## config.mk

```make
export PLATFORM = sky130hd
export DESIGN_NAME = fsa_status_map
export DESIGN_NICKNAME = d
export VERILOG_FILES = /design/src/logic/fsa_pkg.sv /design/src/logic/fsa_status_map.sv
export VERILOG_INCLUDE_DIRS = /design/src /design/src/logic
export SDC_FILE = /design/constraint.sdc
export NUM_CORES = 1
export LEC_CHECK = 0
export ABC_AREA = 1
export ABC_CLOCK_PERIOD_IN_PS = 3700
export BUFFER_PORTS_ARGS = -buffer_cell sky130_fd_sc_hd__buf_2
export CORE_ASPECT_RATIO = 0.8
export CORE_MARGIN = 10
export CORE_UTILIZATION = 60
export DETAILED_ROUTE_END_ITERATION = 7
export PLACE_DENSITY = 0.8
export REMOVE_ABC_BUFFERS = 1
export SLEW_MARGIN = 10
export SYNTH_ARGS = -nofsm -noshare
export SYNTH_HDL_FRONTEND = slang
export SYNTH_SLANG_ARGS = --single-unit
```

## constraint.sdc

```tcl
create_clock -name clock -period 3.7 [get_ports clock]
set_input_delay 0.74 -clock clock [delete_from_list [all_inputs] [get_ports clock]]
set_output_delay 0.74 -clock clock [all_outputs]
set_load 0.1 [all_outputs]
```

## src/logic/fsa_defines.svh

```systemverilog
// constants for the flash status byte and array map block
`ifndef FSA_DEFINES_SVH
`define FSA_DEFINES_SVH
// status byte field positions
`define FSA_BIT_BUSY 0
`define FSA_BIT_WPL 1
`define FSA_BIT_PROT_LO 2
`define FSA_BIT_PROT_HI 5
`define FSA_BIT_QUAD 6
`define FSA_BIT_LOCK 7
`define FSA_STATUS_RESET 8'h00
// array map
`define FSA_SECTOR_BYTES 4096
`define FSA_SECTOR_COUNT 1024
`define FSA_ADDR_TOP 24'h3fffff
`define FSA_SECTOR_LSB 12
`define FSA_BLK32_LSB 15
`define FSA_BLK64_LSB 16
`define FSA_ADDR_MSB 21
// instruction codes
`define FSA_CMD_STATUS_WRITE 8'h01
`define FSA_CMD_STATUS_READ 8'h05
`define FSA_CMD_WRITE_PERMIT 8'h06
`define FSA_CMD_WRITE_REVOKE 8'h04
`define FSA_CMD_PAGE_PROG 8'h02
`define FSA_CMD_PAGE_PROG_Q 8'h32
`define FSA_CMD_SECTOR_ERASE 8'h20
`define FSA_CMD_SECTOR_ERASE_ALT 8'hd7
`define FSA_CMD_BLK32_ERASE 8'h52
`define FSA_CMD_BLK64_ERASE 8'hd8
`define FSA_CMD_CHIP_ERASE 8'hc7
`define FSA_CMD_CHIP_ERASE_ALT 8'h60
`define FSA_CMD_FUNC_READ 8'h48
`define FSA_CMD_EXT_READ 8'h81
`define FSA_CMD_SUSPEND 8'h75
`define FSA_CMD_RESUME 8'h7a
`define FSA_CMD_RESET_ARM 8'h66
`define FSA_CMD_RESET 8'h99
// timing
`define FSA_CLK_PERIOD_NS 10
`define FSA_OP_TIME_NS 10000
`define FSA_OP_CYCLES (`FSA_OP_TIME_NS / `FSA_CLK_PERIOD_NS)
`endif

```

## src/logic/fsa_pkg.sv

```systemverilog
// types for the flash status byte and array map block
package fsa_pkg;
    typedef struct packed {
        logic status_lock_bit;
        logic four_lane_enable;
        logic [3:0] protect_level;
        logic write_permit_latch;
        logic operation_busy_flag;
    } fsa_status_t;

    typedef enum logic [1:0] {
        FSA_OP_PROG,
        FSA_OP_ERASE,
        FSA_OP_STATUS
    } fsa_op_t;

    typedef enum {
        FSA_ST_OPCODE,
        FSA_ST_ADDR,
        FSA_ST_WDATA,
        FSA_ST_RDOUT,
        FSA_ST_IGNORE
    } fsa_state_t;

    typedef struct packed {
        logic [9:0] sector;
        logic [6:0] blk32;
        logic [5:0] blk64;
    } fsa_map_t;
endpackage

```

## src/logic/fsa_status_map.sv

```systemverilog
// flash status byte, instruction gate and array map behind the serial pins
//
// Functional notes
// array is 4 KB sectors, 32 KB blocks of eight, 64 KB blocks of sixteen
// sector n spans n*0x1000 to plus 0xfff, 1024 sectors to 3fffffh
// status byte: lock, quad, four protect bits, write permit, busy
// all status bits reset to zero, non-volatile bits start cleared
// busy bit is read-only, one during internal write, zero when ready
// busy set during program, erase or status write
// while busy only status/function/extended reads and resets are taken; code also takes suspend and, while suspended, resume
// suspend instruction still taken while program or erase runs
// busy cleared when operation ends, new instructions then accepted
// write permit changes only by permit and revoke instructions; code also clears it at operation end and on reset instruction
// protect, quad and lock bits change only by status write
// protect bits select write-protected blocks, zero protects nothing
// quad bit enables the four-lane data function
// lock bit one means status byte is write-protected
// status read instruction returns current status byte
// write permit set by permit, cleared when any write operation finishes
// lock one and guard pin low makes status write ignored
// with quad on, guard and pause pins act as data lanes two and three
// sector from bits 21:12, 32 KB block 21:15, 64 KB block 21:16
`timescale 1ns/100ps
`include "fsa_defines.svh"
module fsa_status_map #(
    parameter int OP_CYCLES = `FSA_OP_CYCLES
) (
    input wire logic clock,
    input wire logic rst,
    input wire logic sck,
    input wire logic cs_n,
    input wire logic si,
    input wire logic guard_n_lane_two,
    input wire logic pause_n_lane_three,
    output logic so,
    output logic so_oe,
    output fsa_pkg::fsa_status_t status_byte,
    output logic lanes_are_data,
    output logic op_start,
    output fsa_pkg::fsa_op_t op_kind,
    output logic [23:0] op_addr,
    output fsa_pkg::fsa_map_t op_map,
    output logic op_suspended
);
    // protection decode over 64 KB blocks
    function automatic logic prot_hit(input logic [3:0] lvl, input logic [5:0] blk);
        logic hit;
        hit = 1'b0;
        if (lvl >= 4'h1 && lvl <= 4'h6)
            hit = ({1'b0, blk} >= (7'h40 - (7'h01 << (lvl - 4'h1))));
        else if (lvl == 4'h7 || lvl == 4'h8)
            hit = 1'b1;
        else if (lvl >= 4'h9 && lvl <= 4'he)
            hit = ({1'b0, blk} < (7'h01 << (4'he - lvl)));
        return hit;
    endfunction

    // array map of an address
    function automatic fsa_pkg::fsa_map_t map_of(input logic [23:0] a);
        fsa_pkg::fsa_map_t m;
        m.sector = a[`FSA_ADDR_MSB:`FSA_SECTOR_LSB];
        m.blk32 = a[`FSA_ADDR_MSB:`FSA_BLK32_LSB];
        m.blk64 = a[`FSA_ADDR_MSB:`FSA_BLK64_LSB];
        return m;
    endfunction

    logic [2:0] sck_s;
    logic [2:0] cs_s;
    logic [1:0] si_s;
    logic [1:0] guard_s;
    logic [1:0] pause_s;
    fsa_pkg::fsa_status_t st;
    fsa_pkg::fsa_state_t state;
    logic [4:0] bit_cnt;
    logic [7:0] shreg;
    logic [7:0] cmd;
    logic [23:0] addr;
    logic [7:0] wdata;
    logic [7:0] rd_sh;
    logic wdata_ok;
    logic [31:0] op_cnt;
    logic suspended;
    fsa_pkg::fsa_op_t kind;

    // synchronise the serial pins to the clock
    always_ff @(posedge clock)
    begin
        sck_s <= {sck_s[1:0], sck};
        cs_s <= {cs_s[1:0], cs_n};
        si_s <= {si_s[0], si};
        guard_s <= {guard_s[0], guard_n_lane_two};
        pause_s <= {pause_s[0], pause_n_lane_three};
    end

    // edge detection and pin function selection
    wire quad_on = st.four_lane_enable;
    wire guard_low = ~quad_on & ~guard_s[1];
    wire paused = ~quad_on & ~pause_s[1];
    wire selected = ~cs_s[1];
    wire frame_end = cs_s[1] & ~cs_s[2];
    wire sck_rise = sck_s[1] & ~sck_s[2] & selected & ~paused;
    wire sck_fall = ~sck_s[1] & sck_s[2] & selected & ~paused;
    wire [7:0] next_byte = {shreg[6:0], si_s[1]};
    wire byte_done = sck_rise & (bit_cnt[2:0] == 3'h7);

    // opcode classes
    wire is_read_ok = next_byte == `FSA_CMD_STATUS_READ || next_byte == `FSA_CMD_FUNC_READ
        || next_byte == `FSA_CMD_EXT_READ;
    wire is_reset = next_byte == `FSA_CMD_RESET_ARM || next_byte == `FSA_CMD_RESET;
    wire is_addr_cmd = next_byte == `FSA_CMD_PAGE_PROG || next_byte == `FSA_CMD_PAGE_PROG_Q
        || next_byte == `FSA_CMD_SECTOR_ERASE || next_byte == `FSA_CMD_SECTOR_ERASE_ALT
        || next_byte == `FSA_CMD_BLK32_ERASE || next_byte == `FSA_CMD_BLK64_ERASE;
    wire is_chip = cmd == `FSA_CMD_CHIP_ERASE || cmd == `FSA_CMD_CHIP_ERASE_ALT;
    wire is_prog = cmd == `FSA_CMD_PAGE_PROG || cmd == `FSA_CMD_PAGE_PROG_Q;
    wire suspend_ok = next_byte == `FSA_CMD_SUSPEND && st.operation_busy_flag && !suspended
        && kind != fsa_pkg::FSA_OP_STATUS;
    wire resume_ok = next_byte == `FSA_CMD_RESUME && suspended;
    wire opcode_taken = !st.operation_busy_flag || is_read_ok || is_reset || suspend_ok || resume_ok;

    // end-of-frame execution decisions
    wire in_opcode_done = state != fsa_pkg::FSA_ST_IGNORE;
    wire do_status_wr = frame_end && cmd == `FSA_CMD_STATUS_WRITE && wdata_ok && in_opcode_done
        && st.write_permit_latch && !(st.status_lock_bit && guard_low);
    wire do_array_op = frame_end && in_opcode_done && st.write_permit_latch
        && ((is_chip && state == fsa_pkg::FSA_ST_WDATA && st.protect_level == 4'h0)
        || (!is_chip && (state == fsa_pkg::FSA_ST_WDATA) && bit_cnt == 5'h00 && wdata_ok
        && !prot_hit(st.protect_level, addr[`FSA_ADDR_MSB:`FSA_BLK64_LSB])));
    wire op_finish = st.operation_busy_flag && !suspended && op_cnt == OP_CYCLES - 1;

    // serial command state machine
    always_ff @(posedge clock)
    begin
        if (rst || !selected)
        begin
            state <= fsa_pkg::FSA_ST_OPCODE;
            bit_cnt <= 5'h00;
            shreg <= 8'h00;
            wdata_ok <= 1'b0;
            if (rst)
            begin
                cmd <= 8'h00;
                addr <= 24'h000000;
                wdata <= 8'h00;
            end
        end
        else if (sck_rise)
        begin
            shreg <= next_byte;
            bit_cnt <= bit_cnt + 5'h01;
            case (state)
                fsa_pkg::FSA_ST_OPCODE:
                    if (byte_done)
                    begin
                        cmd <= next_byte;
                        bit_cnt <= 5'h00;
                        if (!opcode_taken)
                            state <= fsa_pkg::FSA_ST_IGNORE;
                        else if (is_read_ok)
                            state <= fsa_pkg::FSA_ST_RDOUT;
                        else if (is_addr_cmd)
                            state <= fsa_pkg::FSA_ST_ADDR;
                        else
                            state <= fsa_pkg::FSA_ST_WDATA;
                    end
                fsa_pkg::FSA_ST_ADDR:
                begin
                    addr <= {addr[22:0], si_s[1]};
                    if (bit_cnt == 5'h17)
                    begin
                        bit_cnt <= 5'h00;
                        wdata_ok <= 1'b1;
                        state <= fsa_pkg::FSA_ST_WDATA;
                    end
                end
                fsa_pkg::FSA_ST_WDATA:
                    if (byte_done && !wdata_ok)
                    begin
                        wdata <= next_byte;
                        wdata_ok <= 1'b1;
                    end
                fsa_pkg::FSA_ST_RDOUT:
                    state <= fsa_pkg::FSA_ST_RDOUT;
                fsa_pkg::FSA_ST_IGNORE:
                    state <= fsa_pkg::FSA_ST_IGNORE;
                default:
                    state <= fsa_pkg::FSA_ST_IGNORE;
            endcase
        end
    end

    // one-byte actions taken as the opcode completes
    wire cmd_now = selected && sck_rise && byte_done && state == fsa_pkg::FSA_ST_OPCODE && opcode_taken;
    wire permit_now = cmd_now && next_byte == `FSA_CMD_WRITE_PERMIT;
    wire revoke_now = cmd_now && next_byte == `FSA_CMD_WRITE_REVOKE;
    wire suspend_now = cmd_now && suspend_ok;
    wire resume_now = cmd_now && next_byte == `FSA_CMD_RESUME && suspended;
    wire reset_now = cmd_now && next_byte == `FSA_CMD_RESET;

    // status byte, busy timer and suspend
    always_ff @(posedge clock)
    begin
        if (rst)
        begin
            st <= `FSA_STATUS_RESET;
            op_cnt <= 32'h0;
            suspended <= 1'b0;
            kind <= fsa_pkg::FSA_OP_PROG;
        end
        else
        begin
            if (reset_now)
            begin
                st.operation_busy_flag <= 1'b0;
                st.write_permit_latch <= 1'b0;
                op_cnt <= 32'h0;
            end
            else if (op_finish)
            begin
                st.operation_busy_flag <= 1'b0;
                st.write_permit_latch <= 1'b0;
                op_cnt <= 32'h0;
            end
            else if (do_status_wr)
            begin
                st.status_lock_bit <= wdata[`FSA_BIT_LOCK];
                st.four_lane_enable <= wdata[`FSA_BIT_QUAD];
                st.protect_level <= wdata[`FSA_BIT_PROT_HI:`FSA_BIT_PROT_LO];
                st.operation_busy_flag <= 1'b1;
                kind <= fsa_pkg::FSA_OP_STATUS;
            end
            else if (do_array_op)
            begin
                st.operation_busy_flag <= 1'b1;
                kind <= is_prog ? fsa_pkg::FSA_OP_PROG : fsa_pkg::FSA_OP_ERASE;
            end
            else if (permit_now)
                st.write_permit_latch <= 1'b1;
            else if (revoke_now)
                st.write_permit_latch <= 1'b0;
            else if (st.operation_busy_flag && !suspended)
                op_cnt <= op_cnt + 32'h1;
            if (suspend_now && !op_finish)
                suspended <= 1'b1;
            else if (resume_now || reset_now)
                suspended <= 1'b0;
        end
    end

    // read shifter: status byte goes out msb first on falling edges
    always_ff @(posedge clock)
    begin
        if (rst || !selected)
        begin
            rd_sh <= 8'h00;
            so <= 1'b0;
            so_oe <= 1'b0;
        end
        else
        begin
            so_oe <= state == fsa_pkg::FSA_ST_RDOUT && !paused;
            if (sck_fall && state == fsa_pkg::FSA_ST_RDOUT)
            begin
                if (bit_cnt[2:0] == 3'h0)
                begin
                    so <= (cmd == `FSA_CMD_STATUS_READ) ? st[7] : 1'b0;
                    rd_sh <= (cmd == `FSA_CMD_STATUS_READ) ? {st[6:0], 1'b0} : 8'h00;
                end
                else
                begin
                    so <= rd_sh[7];
                    rd_sh <= {rd_sh[6:0], 1'b0};
                end
            end
        end
    end

    // registered outputs
    always_ff @(posedge clock)
    begin
        if (rst)
        begin
            status_byte <= `FSA_STATUS_RESET;
            lanes_are_data <= 1'b0;
            op_start <= 1'b0;
            op_kind <= fsa_pkg::FSA_OP_PROG;
            op_addr <= 24'h000000;
            op_map <= '0;
            op_suspended <= 1'b0;
        end
        else
        begin
            status_byte <= st;
            lanes_are_data <= st.four_lane_enable;
            op_start <= do_array_op;
            op_suspended <= suspended;
            if (do_array_op)
            begin
                op_kind <= is_prog ? fsa_pkg::FSA_OP_PROG : fsa_pkg::FSA_OP_ERASE;
                op_addr <= is_chip ? 24'h000000 : (addr & `FSA_ADDR_TOP);
                op_map <= map_of(is_chip ? 24'h000000 : addr);
            end
        end
    end
endmodule

```

==> results.sh, run 1 <==
export IMPL_switching_share_pct=21.13
export IMPL_nets=1050
export IMPL_final_hold_violation_count=0
export IMPL_powerDensity_mw_per_mm2=433.2
export IMPL_fin_util_pct=68.42
export IMPL_path_buf_inv=3
export IMPL_peakVddDrop_mv=0.4794
export IMPL_ant_nets=0
export IMPL_rows=36
export IMPL_avgSynthCellArea_sq_um=7.561
export IMPL_cts_setup_buffers=0
export IMPL_setup_slack_ps=417.1
export IMPL_cts_resized=0
export IMPL_htree_levels=4
export IMPL_clock_power_share_pct=49.7
export IMPL_rsz0062_at_grt="no"
export IMPL_cp_arrival_ps=3640
export IMPL_numCtsBuffers=17
export IMPL_crit_family="simple AND/OR/NAND/NOR gates"
export IMPL_hold_worst_slack_ps=324.6
export IMPL_grt_pass1_wl_mm=30.59
export IMPL_postCtsHoldBufs=0
export IMPL_cts_sinks=149
export IMPL_critPathLaunchType="register"
export IMPL_pre_cts_slack_ps=394.4
export IMPL_timing_max_cap_violations=0
export IMPL_async_reset_ff_share_pct=0
export IMPL_drive_gt1_share_pct=10.87
export IMPL_path_clk_slew_ps=60
export IMPL_dieArea_sq_mm=0.01748
export IMPL_synth_edff_count=36
export IMPL_area_growth_pct=11.20
export IMPL_fin_skew_ps=8.015
export IMPL_firstDrtPassIters=6
export IMPL_hpwl_mm=13.07
export IMPL_fp_dieH_microns=120.3
export IMPL_p_seq_share_pct=47.2
export IMPL_wl_per_cell_microns=15.26
export IMPL_yosys_warnings=0
export IMPL_placedCellCount=1179
export IMPL_vias=6672
export IMPL_grt_ovfl_total=0
export IMPL_track_usage_pct=20.96
export IMPL_power_switching_uw=767.3
export IMPL_crit_path_frequent_cell="nand2_1"
export IMPL_antenna_found_initial=0
export IMPL_ys_seq_area_share_pct=44.35
export IMPL_crit_path_end_kind="register"
export IMPL_min_period_over_period_pct=88.73
export IMPL_intPower_mw=2.864
export IMPL_critPathRequiredTime_ps=4050
export IMPL_ys_types=43
export IMPL_p_comb_share_pct=3.1
export IMPL_cts_tree="done"
export IMPL_instances_no_fill=1211
export IMPL_cp_slowest_cell="buf_4"
export IMPL_worst_setup_path_type="reg2reg"
export IMPL_finalCriticalPeriod_ps=3283
export IMPL_synth_flop_cell="dfxtp_1"
export IMPL_clk_latency_ps=420
export IMPL_grt_pass1_vias=6138
export IMPL_grt_max_degree=36
export IMPL_first_iter_violations=646
export IMPL_status="finished, final reports clean"
export IMPL_worst_pin_slew_ps=1174
export IMPL_route_detailed_drc=0
export IMPL_clockBufferDepth=2
export IMPL_max_freq_mhz=304.6
export IMPL_viasPerCell=5.509
export IMPL_diodes=0
export IMPL_globalplace_congestion=0.9581
export IMPL_slew_violations=0
export IMPL_relSlewSlack_pct=21.72
export IMPL_coreArea_sq_mm=0.01225
export IMPL_synth_cell_area_sq_mm=0.007538
export IMPL_clockRootBuffer="clkbuf_16"
export IMPL_numPortBuffers=65
export IMPL_slowest_delay_ps=430
export IMPL_initial_utilization_pct=61.53
export IMPL_synth_seq_cells=149
export IMPL_min_path_type="reg2reg"
export IMPL_cp_cell_sequence="inv_1 -> nor2_1 -> nand2_1 -> ha_1 -> inv_1 -> ha_1 -> nand2_1 -> nand2_1 -> nand2_1 -> nand2_1 -> nand2_1 -> nand2_1 -> nand2_1 -> nand2_1 -> nand2_1 -> nand3_1 -> nand2_1 -> nand2_2 -> buf_4 -> nand4_1 -> a21oi_1"
export IMPL_netlist_instances=997
export IMPL_totalWireLength_mm=18.48
export IMPL_fp_dieW_microns=145.3
export IMPL_setup_tns_ps=0
export IMPL_num_io_pins=69
export IMPL_path_max_fanout=33
export IMPL_p_leak_nw=3.538
export IMPL_setup_violations=0
cells in the mapped netlist (2+ instances only):
library cell,instances,area [sq um]
a21boi_0,2,15.01
nand3_1,55,275.3
a31oi_1,2,12.51
o31ai_1,3,22.52
buf_4,29,217.7
nand3b_1,4,30.03
nand2_2,3,18.77
a21oi_1,67,335.3
edfxtp_1,36,1081
nor4_1,18,112.6
nor3_1,28,140.1
nor2_1,122,457.9
xor2_1,30,262.8
dfxtp_1,113,2262
nand4_1,57,356.6
inv_2,4,15.01
buf_8,3,45.04
o21ai_0,42,210.2
a211oi_1,3,22.52
buf_2,8,40.04
clkbuf_1,23,86.33
ha_1,16,200.2
clkinv_1,2,7.510
nand2_1,194,728.2
inv_1,113,424.2
xnor2_1,3,26.28
sequential cells by signal, summed over array words and instances, names as in the netlist, 2 cells and up:
name	flops
status_byte	7
rd_sh	7
op_cnt	32
bit_cnt	5
state	3
st	7
kind	2
guard_s	2
addr	22
sck_s	3
shreg	7
cs_s	3
si_s	2
op_map	10
op_addr	12
pause_s	2
cmd	8
wdata	6
area by class of cell:
| cell class | instances | area, sq um |
|---|---|---|
| fill | 1056 | 3869 |
| multi-input combinational | 665 | 3363 |
| sequential | 149 | 3343 |
| clock buffer | 24 | 494.2 |
| inverter | 119 | 446.7 |
| timing repair buffer | 75 | 400.4 |
| tap | 171 | 214.0 |
| clock inverter | 8 | 121.4 |
layer usage:
layer / global-route usage (%) / share of wire [%] / wire length [microns] / vias up
met5: 0 / 0 / 0 / -
met2: 30.44 / 42 / 7683 / 276
li1: - / - / - / 3343
met1: 29.73 / 48 / 8824 / 3028
met3: 6.262 / 9.4 / 1735 / 25
met4: 5.549 / 1.3 / 237 / 0
power by group through the flow:
stage,clock network (mW),registers [mW],logic (mW)
floorplan,0,1.74,0.0799
global placement,0,1.75,0.110
detailed placement,0,1.75,0.113
CTS,1.81,1.71,0.114
global route,1.89,1.72,0.130
finish,1.80,1.71,0.114
cells by family (layout without fill, tap and decap cells):
| family | count (synthesis) | count (layout) | share of synthesized area [%] |
|---|---|---|---|
| other | 1 | 3 | 0.04974 |
| buffers and inverters | 185 | 226 | 11.35 |
| AO/OA/AOI/OAI | 127 | 127 | 9.062 |
| XOR/XNOR | 33 | 33 | 3.834 |
| flip-flops | 149 | 149 | 44.35 |
| adder cells (fa/ha/maj) | 16 | 16 | 2.656 |
| AND/OR/NAND/NOR | 486 | 486 | 28.70 |
worst register-to-register path, delay by kind of cell, from the launching register on:
| family | cells | cell delay [ps] |
|---|---|---|
| buf+inv | 3 | 590 |
| simple gates | 15 | 1510 |
| flops | 1 | 380 |
| compound gates | 1 | 190 |
| fa+ha+maj | 2 | 570 |
placed cells by master, fill, tap and decap left out, types with 5 or more instances in the layout:
cell,count
nand2_1,193
buf_4,10
buf_2,65
o21ai_0,42
clkbuf_1,5
dfxtp_1,113
clkbuf_16,19
xor2_1,30
nand4_1,57
nor3_1,28
edfxtp_1,36
inv_1,113
nor2_1,122
nand3_1,55
nor4_1,18
a21oi_1,67
ha_1,16
through the flow:
| stage | power (mW) | area, sq um |
|---|---|---|
| 2_1_floorplan | 1.823 | 7137 |
| 3_3_place_gp | 1.858 | 7765 |
| 4_1_cts | 3.639 | 8381 |
| 6_report | 3.631 | 8383 |
| 3_5_place_dp | 1.861 | 7765 |
| 5_1_grt | 3.735 | 8383 |
final timing paths:
check,from,to,slack [ps],cells after the start
min reg2reg,pause_s[0],pause_s[1],320,0
max reg2reg,st[2],op_cnt[10],420,21
max,st[2],op_cnt[10],420,21
min,pause_s[0],pause_s[1],320,0
No activity file was read; power rests on OpenSTA's default activity.
==> run 2: changes to the inputs <==
- ABC_AREA: 1 -> unset
- CORE_UTILIZATION: 60 -> 59
==> results.sh, run 2 <==
export IMPL_avgSynthCellArea_sq_um=9.544
export IMPL_fin_skew_ps=6.857
export IMPL_min_period_over_period_pct=93.63
export IMPL_cts_tree="done"
export IMPL_netlist_instances=717
export IMPL_hold_depth=0
export IMPL_crit_path_end_kind="register"
export IMPL_setup_tns_ps=0
export IMPL_max_freq_mhz=288.7
export IMPL_area_growth_pct=11.15
export IMPL_synth_commonest_cells="dfxtp_1, nor2_1, nand2_1"
export IMPL_grt_ovfl_total=0
export IMPL_clockBufferDepth=2
export IMPL_grt_max_degree=35
export IMPL_fp_dieW_microns=140.4
export IMPL_numPortBuffers=65
export IMPL_route_detailed_drc=0
export IMPL_layout_common_cells="dfxtp_1, nor2_1, buf_2, nand2_1, edfxtp_1"
export IMPL_firstDrtPassIters=6
export IMPL_timing_max_cap_violations=0
export IMPL_drive_gt1_share_pct=15.63
export IMPL_critPathLaunchType="register"
export IMPL_yosys_warnings=0
export IMPL_relSlewSlack_pct=29.91
export IMPL_dieArea_sq_mm=0.01633
export IMPL_synth_seq_cells=149
export IMPL_final_common_cell="dfxtp_1"
export IMPL_grt_pass1_wl_mm=25.80
export IMPL_ant_nets=0
export IMPL_r2r_end="op_map[18]"
export IMPL_hp_start="pause_s[0]"
export IMPL_nets=765
export IMPL_r2r_slack_ps=240
export IMPL_first_iter_violations=474
export IMPL_finalPower_mw=3.394
export IMPL_finalCriticalPeriod_ps=3464
export IMPL_synth_edff_count=36
export IMPL_numCtsBuffers=17
export IMPL_path_max_fanout=24
export IMPL_clk_latency_ps=420
export IMPL_viasPerCell=6.085
export IMPL_rsz0062_at_grt="no"
export IMPL_coreArea_sq_mm=0.01143
export IMPL_slew_violations=0
export IMPL_postCtsHoldBufs=0
export IMPL_largest_register_ffs=32
export IMPL_clockRootBuffer="clkbuf_16"
export IMPL_final_hold_violation_count=0
export IMPL_hold_end="pause_s[1]"
export IMPL_r2r_cells=14
export IMPL_path_clk_slew_ps=60
export IMPL_num_io_pins=69
export IMPL_yosysMostFrequentCell="dfxtp_1"
export IMPL_vias=5495
export IMPL_yosys_area_top_type_share_pct=33.06
export IMPL_peakVddDrop_mv=0.3399
export IMPL_worst_setup_path_type="reg2reg"
export IMPL_globalplace_congestion=0.8834
export IMPL_ys_types=64
export IMPL_synth_area_top_cells="dfxtp_1, edfxtp_1, nor2_1, buf_4, and2_1"
export IMPL_critPathRequiredTime_ps=4060
export IMPL_htree_levels=4
export IMPL_fp_dieH_microns=116.3
export IMPL_synth_cell_area_sq_mm=0.006843
export IMPL_regMostFlops="op_cnt"
export IMPL_ys_seq_area_share_pct=48.86
export IMPL_diodes=0
export IMPL_antenna_found_initial=0
export IMPL_p_leak_nw=2.881
export IMPL_hpwl_mm=10.64
export IMPL_multi_input_area_sq_mm=0.003058
export IMPL_powerDensity_mw_per_mm2=446.2
export IMPL_seq_area_sq_mm=0.003344
export IMPL_async_reset_ff_share_pct=0
export IMPL_reg_top3="op_cnt (32), addr (22), op_addr (12)"
export IMPL_cts_sinks=149
export IMPL_timing_rr_start="st[3]"
export IMPL_synth_flop_cell="dfxtp_1"
export IMPL_wl_per_cell_microns=16.93
export IMPL_fillCellCount=835
export IMPL_grt_pass1_vias=5308
export IMPL_track_usage_pct=18.95
export IMPL_status="finished, final reports clean"
export IMPL_setup_violations=0
export IMPL_worst_pin_slew_ps=1047
export IMPL_cp_arrival_ps=3830
export IMPL_totalWireLength_mm=15.29
export IMPL_initial_utilization_pct=59.87
export IMPL_rows=35
export IMPL_synth_largest_area_cell="dfxtp_1"
export IMPL_min_path_type="reg2reg"
## run 2: changes by cell type after synthesis, moves of 26 or more
cell     previous run  this run
nand2_1           194        48
inv_1             113        20
nor2_1            122        67
nand4_1            57        17
nand3_1            55        18
a21oi_1            67        34
and2_1              0        33
xor2_1             30         4
## run 2: power by group
part | internal, mW | leakage [nW] | total (mW) | switching (mW)
combinational | 0.0227 | 1.33 | 0.0843 | 0.0617
sequential | 1.69 | 1.29 | 1.71 | 0.0194
clock | 0.871 | 0.259 | 1.60 | 0.726
total | 2.59 | 2.88 | 3.39 | 0.807
## run 2: how the worst max path moves through the flow
stage	endpoint	startpoint	depth (start not counted)	slack, ps
floorplan	op_addr[16]	op_map[17]	0	100
global placement	op_map[21]	st[3]	14	390
detailed placement	op_map[18]	st[3]	14	170
CTS	op_map[18]	st[3]	14	140
global route	op_map[18]	st[3]	14	60
finish	op_map[18]	st[3]	14	240
## run 2: layout make-up
class                           instances  share of cell area [%]
Sequential cell                       149                   43.97
Clock buffer                           17                   5.593
Tap cell                              148                   2.435
Clock inverter                         15                   1.596
Timing Repair Buffer                   74                   5.215
Multi-Input combinational cell        480                   40.20
Inverter                               20                  0.9870
## run 2: worst max-delay path, cell delays in order, from the launching register on
cell and delay (ps):
dfxtp_1 380, nand2b_1 190, nor3_1 200, inv_1 80
ha_1 200, or3_1 360, o21ai_0 90, ha_1 270
a21o_1 180, a221oi_1 380, o2111a_2 260, buf_6 210
and3b_1 180, buf_4 240, a22o_1 170
## run 2: kinds of logic (layout without fill, tap and decap cells)
kind of cell	Yosys count	count (layout)	synth area share, %
AO/OA/AOI/OAI	121	121	12.00
XOR/XNOR	26	26	3.328
adder cells (fa/ha/maj)	17	17	3.072
buffers and inverters	90	126	6.784
flip-flops	149	149	48.86
multiplexers	10	10	1.481
other	1	3	0.05480
AND/OR/NAND/NOR	303	303	24.43
## run 2: layer usage
metal	wire length (microns)	vias up	global-route usage (%)
met5	0	-	0
met3	1236	39	5.933
met2	7131	236	30.70
met4	331	0	8.173
li1	-	2593	-
met1	6587	2627	22.98
## run 2: repair_timing
action / in CTS / in global routing
resized for setup: 0 / 2
setup endpoints to repair: 0 / 8
setup buffers: 0 / 0
## run 2: metrics by stage
step                      util (%)  area [sq um]  hold WS [ps]  worst slack [ps]  cells
after floorplan                  -          6461         309.6             102.7    649
after global placement       61.64          7046         310.3             389.5    871
after detailed placement     61.64          7046         312.1             168.3    871
after CTS                    66.43          7592         326.7             144.5    903
after global routing         66.55          7606         335.2             58.90    903
final                        66.55          7606         326.5             235.9    903
==> run 3: changes to the inputs <==
- CORE_UTILIZATION: 59 -> 61
- CTS_BUF_LIST: unset -> sky130_fd_sc_hd__clkbuf_8
- PLACE_DENSITY: 0.8 -> 0.82
==> results.sh, run 3 (same netlist as run 2, synthesis figures left out) <==
export IMPL_final_hold_violation_count=0
export IMPL_grt_pass1_wl_mm=24.53
export IMPL_grt_ovfl_total=0
export IMPL_slowest_delay_ps=490
export IMPL_hold_end="pause_s[1]"
export IMPL_first_iter_violations=457
export IMPL_path_max_fanout=24
export IMPL_route_detailed_drc=0
export IMPL_cp_arrival_ps=3870
export IMPL_max_freq_mhz=286.2
export IMPL_placedCellCount=869
export IMPL_p_comb_share_pct=2.8
export IMPL_rsz0062_at_grt="no"
export IMPL_intPower_mw=2.274
export IMPL_clk_latency_ps=460
export IMPL_peakVddDrop_mv=0.2572
export IMPL_timing_rr_start="st[3]"
export IMPL_setup_tns_ps=0
export IMPL_worst_pin_slew_ps=1021
export IMPL_hold_worst_slack_ps=332.3
export IMPL_path_clk_slew_ps=90
export IMPL_cts_tree="done"
export IMPL_fp_dieH_microns=114.7
export IMPL_hpwl_mm=10.71
export IMPL_globalplace_congestion=0.9047
export IMPL_p_leak_nw=2.831
export IMPL_hp_start="pause_s[0]"
export IMPL_crit_path_end_kind="register"
export IMPL_initial_utilization_pct=62.59
export IMPL_relSlewSlack_pct=31.61
export IMPL_cp_cell_sequence="buf_4 -> nor2b_1 -> nand3_1 -> ha_1 -> or4b_1 -> o311ai_1 -> o211ai_1 -> o2111a_2 -> buf_4 -> or2_4 -> or4_1 -> a21oi_1"
export IMPL_rows=34
export IMPL_slew_violations=0
export IMPL_hold_depth=0
export IMPL_post_route_cell_area_sq_mm=0.007458
export IMPL_worst_setup_path_type="reg2reg"
export IMPL_clockBufferDepth=2
export IMPL_placed_cell_area_sq_mm=0.007056
export IMPL_totalWireLength_mm=15.01
export IMPL_largest_register_ffs=32
export IMPL_layout_common_cells="dfxtp_1, nor2_1, buf_2, nand2_1, edfxtp_1"
export IMPL_fin_skew_ps=14.75
export IMPL_ant_nets=0
export IMPL_timing_max_cap_violations=0
export IMPL_crit_path_frequent_cell="buf_4"
export IMPL_num_io_pins=69
export IMPL_critPathRequiredTime_ps=4070
export IMPL_crit_start="st[3]"
export IMPL_area_growth_pct=8.996
export IMPL_r2r_cells=12
export IMPL_numPortBuffers=65
export IMPL_grt_max_degree=35
export IMPL_powerDensity_mw_per_mm2=408.5
export IMPL_instances_no_fill=901
export IMPL_p_seq_share_pct=56.1
export IMPL_fp_dieW_microns=138.4
export IMPL_cts_setup_buffers=0
export IMPL_track_usage_pct=18.36
export IMPL_critPathLaunchType="register"
export IMPL_dieArea_sq_mm=0.01588
export IMPL_drive_gt1_share_pct=16.12
export IMPL_numCtsBuffers=17
export IMPL_power_switching_uw=772.5
export IMPL_setup_violations=0
export IMPL_r2r_slack_ps=210
export IMPL_antenna_found_initial=0
export IMPL_switching_share_pct=25.36
export IMPL_finalCriticalPeriod_ps=3495
export IMPL_reg_top3="op_cnt (32), addr (22), op_addr (12)"
export IMPL_vias=5411
export IMPL_diodes=0
export IMPL_clock_power_share_pct=41.0
export IMPL_coreArea_sq_mm=0.01093
export IMPL_final_common_cell="dfxtp_1"
export IMPL_min_path_type="reg2reg"
export IMPL_min_period_over_period_pct=94.45
export IMPL_status="finished, final reports clean"
export IMPL_wl_per_cell_microns=16.66
export IMPL_htree_levels=4
export IMPL_clockRootBuffer="clkbuf_8"
export IMPL_regMostFlops="op_cnt"
export IMPL_grt_pass1_vias=5104
export IMPL_r2r_end="op_cnt[31]"
export IMPL_cp_slowest_cell="or4_1"
export IMPL_cts_sinks=149
export IMPL_nets=767
export IMPL_firstDrtPassIters=5
export IMPL_viasPerCell=6.006
[run 3: final cells by class]
cell class                      instances  area, sq um
Clock buffer                           17        234.0
Clock inverter                         15        156.4
Fill cell                             810         3475
Inverter                               20        75.07
Multi-Input combinational cell        480         3060
Sequential cell                       149         3344
Tap cell                              144        180.2
Timing Repair Buffer                   76        407.9
[run 3: critical path: cells and delay by family (launching register included)]
family	cells	cell delay, ps
DFF	1	400
buffers and inverters	2	410
AOI/OAI and AO/OA	4	880
adders and majority gates	1	210
and+or+nand+nor	5	1510
[run 3: how the worst max path moves through the flow]
stage                              to  slack [ps]  cells after the start
after floorplan           op_addr[16]         100                      0
final                      op_cnt[31]         210                     12
after global routing       op_cnt[31]          50                     14
after detailed placement  op_addr[11]         220                     14
after global placement     op_map[22]         370                     14
after CTS                  op_map[20]         190                     14
[run 3: timing repair]
item,in CTS,in global routing
setup endpoints to repair,0,28
gates resized for setup,0,3
hold buffers,0,0
[run 3: routing by layer]
metal | part of all wire, % | track usage (%) | up-vias
li1 | - | - | 2602
met4 | 1.4 | 6.732 | 0
met3 | 7.4 | 6.098 | 26
met1 | 44 | 21.80 | 2589
met2 | 48 | 30.74 | 194
met5 | 0 | 0 | -
[run 3: power by group through the flow]
| stage | Combinational, mW | Sequential [mW] | Clock (mW) |
|---|---|---|---|
| after global placement | 0.0792 | 1.75 | 0 |
| after global routing | 0.0942 | 1.71 | 1.33 |
| after floorplan | 0.0586 | 1.74 | 0 |
| after detailed placement | 0.0839 | 1.75 | 0 |
| final | 0.0861 | 1.71 | 1.25 |
| after CTS | 0.0843 | 1.71 | 1.27 |
[run 3: per-stage QoR]
step / util, % / worst slack, ps / total power, mW
finish: 68.22 / 205.4 / 3.047
detailed placement: 64.53 / 220.7 / 1.831
global route: 68.22 / 54.67 / 3.136
global placement: 64.53 / 367.7 / 1.825
floorplan: - / 102.7 / 1.798
CTS: 68.10 / 194.9 / 3.061
